--- src/shared/bcdc_consts.vh ---
// shared constants for the bcd up/down counter display block
`ifndef BCDC_CONSTS_VH
`define BCDC_CONSTS_VH
`define BCDC_CLK_HZ          10000000
`define BCDC_WRAP_DLY_NS     500
`define BCDC_WRAP_WID_NS     100
`define BCDC_SCAN_HZ         2500
`define BCDC_DUTY_RATIO      25
`define BCDC_WRAP_RST_MIN    16'h6000
`define BCDC_MAX_DIGIT       4'h9
`define BCDC_ZERO_COUNT      16'h0000
`define BCDC_FULL_COUNT      16'h9999
`define BCDC_PH_D4           2'h0
`define BCDC_PH_D3           2'h1
`define BCDC_PH_D2           2'h2
`define BCDC_PH_D1           2'h3
`define BCDC_DISP_NORMAL     2'h0
`define BCDC_DISP_OFF        2'h1
`define BCDC_DISP_NOBLANK    2'h2
`endif

--- src/logic/bcdc_seg_decode.v ---
// bcd digit to seven-segment pattern decoder, registered output
`timescale 1ns/10ps
`include "bcdc_consts.vh"
module bcdc_seg_decode (
  input  wire       i_ref_clk, // system clock
  input  wire       i_nrst,    // async reset, active low
  input  wire [3:0] i_digit,   // bcd digit to show
  input  wire       i_blank,   // force all segments off
  output reg  [6:0] o_seg      // segments g..a, active high
);
  reg [6:0] pat; // combinational pattern

  // plain lookup; codes above nine show nothing
  always @* begin
    case (i_digit)
      4'h0: pat = 7'h3F;
      4'h1: pat = 7'h06;
      4'h2: pat = 7'h5B;
      4'h3: pat = 7'h4F;
      4'h4: pat = 7'h66;
      4'h5: pat = 7'h6D;
      4'h6: pat = 7'h7D;
      4'h7: pat = 7'h07;
      4'h8: pat = 7'h7F;
      4'h9: pat = 7'h6F;
      default: pat = 7'h00;
    endcase
  end

  // registered so segments change cleanly
  always @(posedge i_ref_clk or negedge i_nrst) begin
    if (!i_nrst) begin
      o_seg <= 7'h00;
    end else begin
      o_seg <= i_blank ? 7'h00 : pat;
    end
  end
endmodule

--- src/logic/bcdc_scan_osc.v ---
// scan oscillator: free-running short pulse generator with external overdrive
`timescale 1ns/10ps
`include "bcdc_consts.vh"
module bcdc_scan_osc #(
  parameter integer PERIOD_CYC = `BCDC_CLK_HZ / `BCDC_SCAN_HZ, // cycles per period
  parameter integer PULSE_CYC  = (`BCDC_CLK_HZ / `BCDC_SCAN_HZ) / `BCDC_DUTY_RATIO // short pulse length
) (
  input  wire i_ref_clk,  // system clock
  input  wire i_nrst,     // async reset, active low
  input  wire i_restart,  // restart period from zero
  input  wire i_ext_en,   // use external scan node
  input  wire i_ext_scan, // external scan level, high blanks
  output reg  o_blank,    // high during short pulse
  output reg  o_advance   // one-cycle pulse per period
);
  reg [15:0] cnt_r;   // period counter
  reg        ext_d_r; // previous external level
  wire       int_p;   // internal pulse level

  assign int_p = (cnt_r < PULSE_CYC[15:0]);

  // counter wraps each period; restart aligns the sequencer
  always @(posedge i_ref_clk or negedge i_nrst) begin
    if (!i_nrst) begin
      cnt_r     <= 16'h0000;
      ext_d_r   <= 1'b0;
      o_blank   <= 1'b1;
      o_advance <= 1'b0;
    end else begin
      ext_d_r <= i_ext_scan;
      if (i_restart || cnt_r == PERIOD_CYC[15:0] - 16'h0001) begin
        cnt_r <= 16'h0000;
      end else begin
        cnt_r <= cnt_r + 16'h0001;
      end
      if (i_ext_en) begin
        // external source: advance on its rising edge, blank while high
        o_blank   <= i_ext_scan;
        o_advance <= i_ext_scan & ~ext_d_r;
      end else begin
        // advance at the end of a period: after a restart the first digit
        // keeps its strobe for a full period before its data is taken
        o_blank   <= int_p;
        o_advance <= (cnt_r == PERIOD_CYC[15:0] - 16'h0001) && !i_restart;
      end
    end
  end
endmodule

--- src/logic/bcdc_counter_top.v ---
// four decade bcd up/down counter with compare, latches and display scan
`timescale 1ns/10ps
`include "bcdc_consts.vh"
module bcdc_counter_top #(
  parameter integer CLK_HZ = `BCDC_CLK_HZ // system clock rate
) (
  input  wire       i_ref_clk,            // system clock, 10 MHz
  input  wire       i_nrst,               // system reset, active low
  input  wire       i_pulse_in,           // count pulse input
  input  wire       i_count_direction,    // high counts up
  input  wire       i_latch_transfer_n,   // low copies counter to latches
  input  wire       i_counter_reset_n,    // counter reset, active low
  input  wire [1:0] i_display_mode,       // normal, off or no-blank
  input  wire       i_counter_preset_ctl, // load counter from bcd port
  input  wire       i_register_preset_ctl,// load compare from bcd port
  input  wire       i_bcd_port_off,       // float bcd port (low on a pin)
  input  wire [3:0] i_bcd_in,             // bcd port input levels
  input  wire       i_mux_rate_node,      // external scan overdrive level
  input  wire       i_ext_scan_en,        // external scan source fitted
  output reg        o_wrap_pulse,         // carry/borrow pulse
  output reg        o_match_n,            // low when counter equals compare
  output reg        o_count_empty_n,      // low when counter is zero
  output reg  [6:0] o_seg,                // segment pattern g..a
  output reg  [3:0] o_digit_strobe,       // [3]=digit_strobe_4 .. [0]=digit_strobe_1
  output reg  [3:0] o_bcd_out,            // bcd port output data
  output reg        o_bcd_oe_n,           // bcd port enable, low drives
  output wire       o_preset_busy         // preset sequence running
);
  localparam integer WRAP_DLY_CYC = (`BCDC_WRAP_DLY_NS * (CLK_HZ / 1000000) + 999) / 1000; // rounded up
  localparam integer WRAP_WID_CYC = (`BCDC_WRAP_WID_NS * (CLK_HZ / 1000000) + 999) / 1000; // rounded up
  localparam [1:0]   PS_IDLE = 2'h0; // normal running
  localparam [1:0]   PS_LOAD = 2'h1; // loading digits d4..d1
  localparam [1:0]   PS_DONE = 2'h2; // cycle end, resample

  reg  [2:0]  rst_sync_r;   // reset synchroniser, [0] first stage
  reg  [2:0]  pin_r;        // sampled pulse input history
  reg         dir_r;        // sampled direction
  reg         lt_r;         // sampled latch transfer
  reg         lc_r;         // sampled counter preset
  reg         lr_r;         // sampled register preset
  reg  [15:0] cnt_r;        // live counter, four bcd digits
  reg  [15:0] cmp_r;        // compare register
  reg  [15:0] lat_r;        // output latches
  reg  [1:0]  phase_r;      // digit phase, 0 = most significant
  reg  [1:0]  ps_r;         // preset state
  reg         ld_cnt_r;     // this load cycle writes counter
  reg         ld_reg_r;     // this load cycle writes compare
  reg  [7:0]  wdly_r;       // wrap delay countdown
  reg  [7:0]  wwid_r;       // wrap width countdown
  reg  [15:0] inc_v;        // counter plus one in bcd
  reg  [15:0] dec_v;        // counter minus one in bcd
  reg         lz_v;         // current digit is a leading zero
  reg  [3:0]  dsel_v;       // latched digit for this phase
  wire        rst_n_s;      // synchronised counter reset
  wire        cnt_edge;     // rising count edge
  wire        scan_blank;   // short pulse in progress
  wire        scan_adv;     // advance the sequencer
  wire        restart;      // begin a preset sequence
  wire        preset_any;   // either preset control high
  integer     k;            // digit loop index

  assign rst_n_s       = rst_sync_r[2];
  assign cnt_edge      = pin_r[1] & ~pin_r[2];
  assign preset_any    = lc_r | lr_r;
  assign restart       = (ps_r == PS_IDLE) && preset_any;
  assign o_preset_busy = (ps_r != PS_IDLE);

  // reset synchroniser; first stage feeds only the second
  always @(posedge i_ref_clk or negedge i_nrst) begin
    if (!i_nrst) begin
      rst_sync_r <= 3'h0;
    end else begin
      rst_sync_r <= {rst_sync_r[1], rst_sync_r[0], i_counter_reset_n};
    end
  end

  // input sampling with the local clock
  always @(posedge i_ref_clk or negedge i_nrst) begin
    if (!i_nrst) begin
      pin_r <= 3'h0;
      dir_r <= 1'b1;
      lt_r  <= 1'b1;
      lc_r  <= 1'b0;
      lr_r  <= 1'b0;
    end else begin
      pin_r <= {pin_r[1:0], i_pulse_in};
      dir_r <= i_count_direction;
      lt_r  <= i_latch_transfer_n;
      lc_r  <= i_counter_preset_ctl;
      lr_r  <= i_register_preset_ctl;
    end
  end

  // bcd increment and decrement, ripple through decades
  always @* begin
    inc_v = cnt_r;
    dec_v = cnt_r;
    begin : incdec
      reg ci;
      reg bi;
      ci = 1'b1;
      bi = 1'b1;
      for (k = 0; k < 4; k = k + 1) begin
        if (ci) begin
          if (cnt_r[4*k +: 4] == `BCDC_MAX_DIGIT) begin
            inc_v[4*k +: 4] = 4'h0;
          end else begin
            inc_v[4*k +: 4] = cnt_r[4*k +: 4] + 4'h1;
            ci = 1'b0;
          end
        end
        if (bi) begin
          if (cnt_r[4*k +: 4] == 4'h0) begin
            dec_v[4*k +: 4] = `BCDC_MAX_DIGIT;
          end else begin
            dec_v[4*k +: 4] = cnt_r[4*k +: 4] - 4'h1;
            bi = 1'b0;
          end
        end
      end
    end
  end

  // counter: async-style clear from synced reset, presets, counting
  always @(posedge i_ref_clk or negedge i_nrst) begin
    if (!i_nrst) begin
      cnt_r <= `BCDC_ZERO_COUNT;
    end else if (!rst_n_s) begin
      cnt_r <= `BCDC_ZERO_COUNT;
    end else if (ps_r == PS_LOAD && ld_cnt_r && scan_adv) begin
      cnt_r[4*(3-phase_r) +: 4] <= i_bcd_in;
    end else if (cnt_edge && !lc_r && ps_r == PS_IDLE) begin
      cnt_r <= dir_r ? inc_v : dec_v;
    end
  end

  // compare register: only preset writes it, reset alone keeps it
  always @(posedge i_ref_clk or negedge i_nrst) begin
    if (!i_nrst) begin
      cmp_r <= `BCDC_ZERO_COUNT;
    end else if (!rst_n_s && lr_r) begin
      cmp_r <= `BCDC_ZERO_COUNT;
    end else if (ps_r == PS_LOAD && ld_reg_r && scan_adv) begin
      cmp_r[4*(3-phase_r) +: 4] <= rst_n_s ? i_bcd_in : 4'h0;
    end
  end

  // output latches follow the counter while transfer is low
  always @(posedge i_ref_clk or negedge i_nrst) begin
    if (!i_nrst) begin
      lat_r <= `BCDC_ZERO_COUNT;
    end else if (!lt_r) begin
      lat_r <= cnt_r;
    end
  end

  // wrap pulse: arm on rollover or on reset from 6000 up, then delay and stretch
  always @(posedge i_ref_clk or negedge i_nrst) begin
    if (!i_nrst) begin
      wdly_r       <= 8'h00;
      wwid_r       <= 8'h00;
      o_wrap_pulse <= 1'b0;
    end else begin
      if (rst_sync_r[2] && !rst_sync_r[1] && cnt_r >= `BCDC_WRAP_RST_MIN) begin
        wdly_r <= WRAP_DLY_CYC[7:0];
      end else if (cnt_edge && !lc_r && ps_r == PS_IDLE && rst_n_s &&
                   ((dir_r && cnt_r == `BCDC_FULL_COUNT) ||
                    (!dir_r && cnt_r == `BCDC_ZERO_COUNT))) begin
        wdly_r <= WRAP_DLY_CYC[7:0];
      end else if (wdly_r != 8'h00) begin
        wdly_r <= wdly_r - 8'h01;
      end
      if (wdly_r == 8'h01) begin
        wwid_r <= WRAP_WID_CYC[7:0];
      end else if (wwid_r != 8'h00) begin
        wwid_r <= wwid_r - 8'h01;
      end
      o_wrap_pulse <= (wwid_r != 8'h00);
    end
  end

  // match and zero flags, registered
  always @(posedge i_ref_clk or negedge i_nrst) begin
    if (!i_nrst) begin
      o_match_n       <= 1'b0;
      o_count_empty_n <= 1'b0;
    end else begin
      o_match_n       <= (cnt_r != cmp_r);
      o_count_empty_n <= (cnt_r != `BCDC_ZERO_COUNT);
    end
  end

  // scan oscillator, internal while a preset is pending or runs, or when no external source is fitted
  bcdc_scan_osc u_osc (
    .i_ref_clk  (i_ref_clk),
    .i_nrst     (i_nrst),
    .i_restart  (restart),
    .i_ext_en   (i_ext_scan_en && ps_r == PS_IDLE && !preset_any),
    .i_ext_scan (i_mux_rate_node),
    .o_blank    (scan_blank),
    .o_advance  (scan_adv)
  );

  // preset sequencer: a full d4..d1 pass, resample at end
  always @(posedge i_ref_clk or negedge i_nrst) begin
    if (!i_nrst) begin
      ps_r     <= PS_IDLE;
      ld_cnt_r <= 1'b0;
      ld_reg_r <= 1'b0;
    end else begin
      case (ps_r)
        PS_IDLE: begin
          if (preset_any) begin
            ps_r     <= PS_LOAD;
            ld_cnt_r <= lc_r;
            ld_reg_r <= lr_r;
          end
        end
        PS_LOAD: begin
          if (scan_adv && phase_r == `BCDC_PH_D1) begin
            ps_r <= PS_DONE;
          end
        end
        PS_DONE: begin
          // repeat while either control is still high
          ps_r     <= preset_any ? PS_LOAD : PS_IDLE;
          ld_cnt_r <= lc_r;
          ld_reg_r <= lr_r;
        end
        default: ps_r <= PS_IDLE;
      endcase
    end
  end

  // four-phase digit sequencer, reset to d4 when a preset begins
  always @(posedge i_ref_clk or negedge i_nrst) begin
    if (!i_nrst) begin
      phase_r <= `BCDC_PH_D4;
    end else if (restart) begin
      phase_r <= `BCDC_PH_D4;
    end else if (scan_adv) begin
      phase_r <= phase_r + 2'h1;
    end
  end

  // pick the latched digit and judge leading zeros
  always @* begin
    dsel_v = lat_r[4*(3-phase_r) +: 4];
    case (phase_r)
      `BCDC_PH_D4: lz_v = (lat_r[15:12] == 4'h0);
      `BCDC_PH_D3: lz_v = (lat_r[15:8] == 8'h00);
      `BCDC_PH_D2: lz_v = (lat_r[15:4] == 12'h000);
      default:     lz_v = 1'b0; // last digit always shown
    endcase
  end

  // segment decoder; blanked by display-off or, in normal mode only, by a leading zero
  bcdc_seg_decode u_dec (
    .i_ref_clk (i_ref_clk),
    .i_nrst    (i_nrst),
    .i_digit   (dsel_v),
    .i_blank   ((i_display_mode == `BCDC_DISP_OFF) ||
                (i_display_mode == `BCDC_DISP_NORMAL && lz_v)),
    .o_seg     (o_seg)
  );

  // digit strobes, one-hot per phase, off during the short pulse
  always @(posedge i_ref_clk or negedge i_nrst) begin
    if (!i_nrst) begin
      o_digit_strobe <= 4'h0;
    end else if (scan_blank || i_display_mode == `BCDC_DISP_OFF) begin
      o_digit_strobe <= 4'h0;
    end else begin
      o_digit_strobe <= 4'h8 >> phase_r;
    end
  end

  // bcd port: drives latched digit in scan step when no preset is pending or running, the port is not floated and the display is not off
  always @(posedge i_ref_clk or negedge i_nrst) begin
    if (!i_nrst) begin
      o_bcd_out  <= 4'h0;
      o_bcd_oe_n <= 1'b1;
    end else begin
      o_bcd_out  <= dsel_v;
      o_bcd_oe_n <= preset_any || o_preset_busy || i_bcd_port_off ||
                    i_display_mode == `BCDC_DISP_OFF;
    end
  end
endmodule

--- config.mk ---
export PLATFORM = sky130hd
export DESIGN_NAME = bcdc_counter_top
export DESIGN_NICKNAME = d
export VERILOG_FILES = /design/src/logic/bcdc_seg_decode.v /design/src/logic/bcdc_scan_osc.v /design/src/logic/bcdc_counter_top.v
export VERILOG_INCLUDE_DIRS = /design/src /design/src/shared
export SDC_FILE = /design/constraint.sdc
export NUM_CORES = 1
export LEC_CHECK = 0
export ABC_AREA = 0
export BUFFER_PORTS_ARGS = -buffer_cell sky130_fd_sc_hd__buf_2
export CAP_MARGIN = 15
export CORE_MARGIN = 4
export CORE_UTILIZATION = 55
export CTS_CLUSTER_SIZE = 12
export DETAILED_ROUTE_END_ITERATION = 7
export PLACE_DENSITY = 0.76
export SLEW_MARGIN = 20
export SYNTH_ARGS = -nofsm -noshare
export SYNTH_HDL_FRONTEND = slang
export SYNTH_HIERARCHICAL = 1
export SYNTH_SLANG_ARGS = --single-unit
--- constraint.sdc ---
create_clock -name i_ref_clk -period 1.9 [get_ports i_ref_clk]
set_input_delay 0 -clock i_ref_clk [delete_from_list [all_inputs] [get_ports i_ref_clk]]
set_output_delay 0 -clock i_ref_clk [all_outputs]
set_load 0.02 [all_outputs]
==> results.py <==
metrics = {
    "yosys": {
        "synth_top_family_by_area": "simple AND/OR/NAND/NOR gates",
        "synth-seq-area-share_pct": 45.0,
        "yosysMostFrequentCell": "dfrtp_1",
        "synth_edf_count": 0,
        "synth.area.top_cells": "dfrtp_1, ha_1, nor2_1",
        "muxShareOfSynthArea_pct": 4.31,
        "ys.flop_type": "dfrtp_1",
        "syn_nets": 705,
        "ys_warn_count": 6,
        "synth_top_area_share_pct": 43.4,
        "async_flop_share_pct": 100,
        "yosys.area_share.simple_pct": 21.9,
        "synthXorXnorAreaFrac_pct": 5.07,
        "synth_compound_area_share_pct": 14.4,
        "synthAdderAreaFrac_pct": 5.53,
        "synthCells": 659,
        "synth_area_leader_cell": "dfrtp_1",
        "netlist_top_cells_count": "dfrtp_1, nor2_1, nand2_1, o21ai_0, nand3_1",
        "synth.distinct_cells": 82,
        "syn-cell-area_um2": 6570,
        "ys_ff_latch": 118,
        "synth.avg_cell_area_um2": 9.96,
    },
    "timing": {
        "timing.final.ws_setup_ns": -0.0514,
        "layout_min_cycle_time_ns": 1.95,
        "fin_tns_setup_ns": -0.244,
        "skew_ns": 0.00506,
        "hold-worst-slack_ns": 0.0933,
        "maxSlewViolCount": 0,
        "slew_headroom_pct": 64.5,
        "max_freq_mhz": 512,
        "rsz0062_at_grt": "yes",
        "hold_violations": 0,
        "period_share_pct": 103,
        "setup_viol_count_final": 10,
        "tightest_slew_ns": 0.527,
    },
    "layout": {
        "syn2layout_area_growth_pct": 28.2,
        "final_nets": 832,
        "drive_above_1_share_pct": 28.9,
        "fin_cells": 942,
        "diodes": 0,
    },
    "power_and_ir_drop": {
        "power_density_nw_per_um2": 1140,
        "leakagePower_uw": 0.00375,
        "finalPower_uw": 9600,
        "irDropWorstVdd_v": 0.000722,
    },
    "die": {
        "start_util_pct": 56.8,
        "die_h_um": 117,
        "ios": 37,
        "fp-row-count": 39,
        "dieArea_um2": 13800,
        "die_x_um": 117,
        "core_um2": 11600,
    },
    "clock_network": {
        "clk_pin_slew_worst_paths_ns": 0.05,
        "root_buffer": "clkbuf_16",
        "cts.sinks": 118,
        "cts_made_buffers": 17,
        "clock_path_buffers": 2,
        "cts_htree_levels": 4,
        "clk_latency_ns": 0.43,
        "cts_tree": "done",
    },
    "critical_path": {
        "cp.arrival_ns": 2.26,
        "crit_type": "flip-flop to flip-flop",
        "cp_data_required_time_ns": 2.21,
        "slowest_delay_ns": 0.38,
        "endpoint_kind": "flip-flop",
        "crit_path_max_fanout": 5,
        "slowest_stage": "dfrtp_1",
        "path_cells": "inv_2 -> ha_4 -> nor3b_4 -> nand3_2 -> nor2_4 -> a2bb2oi_4 -> mux2_4",
        "cp-start-kind": "flip-flop",
    },
    "min_path": {
        "hold_class": "input port to asynchronous set/reset pin",
    },
    "place": {
        "place_ws_ns": 0.00434,
        "io_buffers": 36,
        "place_inst": 886,
        "post-dp-hpwl_mm": 12.1,
        "gp_congestion": 0.979,
    },
    "drt": {
        "viasPerCell": 6.04,
        "via_count": 5687,
        "post-route-drc-count": 0,
        "wl_per_cell_um": 18.7,
        "ant_nets": 0,
        "drt_iter0_drc": 471,
        "firstDrtPassIters": 5,
        "totalWireLength_mm": 17.6,
    },
    "global_route": {
        "grt_start_max_net_pins": 51,
        "gr-usage-all-layers_pct": 26.8,
        "grt_pass1_vias": 5714,
        "grt_pass1_wl_mm": 28.3,
        "overflow": 0,
        "antenna_found_initial": 0,
    },
    "run": {
        "drv_cap": 0,
    },
    "outcome": {
        "status": "finished, violations left",
        "violations": "setup timing",
    },
}
[final timing paths]
path | startpoint | slack (ns) | end | cells past startpoint
hold / removal | i_nrst | 0.09 | o_wrap_pulse$_DFF_PN0_ | 2
setup / recovery | cnt_r[5]$_DFFE_PN0P_ | -0.05 | cnt_r[15]$_DFFE_PN0P_ | 7
hold reg to reg | pin_r[0]$_DFF_PN0_ | 0.35 | pin_r[1]$_DFF_PN0_ | 0
setup reg to reg | cnt_r[5]$_DFFE_PN0P_ | -0.05 | cnt_r[15]$_DFFE_PN0P_ | 7
min in group i_ref_clk | i_display_mode[1] | 0.11 | o_digit_strobe[0]$_DFF_PN0_ | 4
max in group asynchronous | i_nrst | 1.08 | cnt_r[12]$_DFFE_PN0P_ | 3
[flip-flops by register name, indices dropped and copies added, names as in the netlist, 2 cells and up]
| signal | flops |
|---|---|
| phase_r | 2 |
| pin_r | 3 |
| u_osc/cnt_r | 16 |
| ps_r | 2 |
| u_dec/o_seg | 7 |
| o_bcd_out | 4 |
| rst_sync_r | 3 |
| lat_r | 16 |
| cnt_r | 16 |
| cmp_r | 16 |
| wdly_r | 8 |
| wwid_r | 8 |
| o_digit_strobe | 4 |
[through the flow]
stage	utilization [%]	cell area (um^2)
floorplan	-	6580
global placement	64.0	7410
detailed placement	64.0	7410
CTS	70.3	8130
global route	72.8	8420
finish	72.8	8420
[power by group]
| part | switching [uW] | total, uW | internal (uW) |
|---|---|---|---|
| registers | 453 | 3470 | 3010 |
| clock network | 1170 | 3030 | 1860 |
| logic | 1660 | 3100 | 1440 |
[worst max-delay path, delay by kind of cell, from the launching register on]
family / cells / cell delay (ns)
buffers and inverters: 1 / 0.11
AOI/OAI and AO/OA: 1 / 0.20
DFF: 1 / 0.38
adders and majority gates: 1 / 0.14
muxes: 1 / 0.32
and+or+nand+nor: 3 / 0.67
[repair_timing]
item,in CTS,in global routing
endpoints found under the hold margin,60,0
gates resized for setup,3,56
setup buffers,1,9
pin swaps,0,20
hold buffers,15,0
endpoints found under the setup margin,6,39
[kinds of logic after synthesis]
kind of cell,after synthesis
buffers and inverters,54
AND/OR/NAND/NOR,257
flip-flops,118
AO/OA/AOI/OAI,142
adder cells (fa/ha/maj),29
multiplexers,21
XOR/XNOR,38
[placed cells by master (no fill, tap or decap), types with 9 or more instances in the layout]
| master | count |
|---|---|
| nor4_1 | 9 |
| inv_1 | 20 |
| nor3_1 | 11 |
| nand2_1 | 52 |
| dlygate4sd3_1 | 15 |
| clkbuf_16 | 17 |
| nand3_1 | 28 |
| xor2_1 | 23 |
| ha_1 | 18 |
| o21ai_0 | 37 |
| a21oi_1 | 24 |
| buf_2 | 35 |
| nand2b_1 | 9 |
| xnor2_1 | 15 |
| nor2_1 | 61 |
| dfrtp_1 | 113 |
| buf_4 | 75 |
[cell type report]
type / instances / area [um^2]
Multi-Input combinational cell: 487 / 3580
Sequential cell: 118 / 2960
Fill cell: 809 / 3150
Tap cell: 143 / 179
Clock buffer: 21 / 460
Clock inverter: 11 / 101
Inverter: 28 / 111
Timing Repair Buffer: 134 / 1020
[routing by layer]
layer	track usage (%)	vias up	part of all wire, %
met5	0	-	0
met4	11.3	0	3.6
met3	7.20	59	6.1
met2	44.5	215	50
met1	33.0	2794	40
li1	-	2619	-
(Power assumes the default switching activity.)
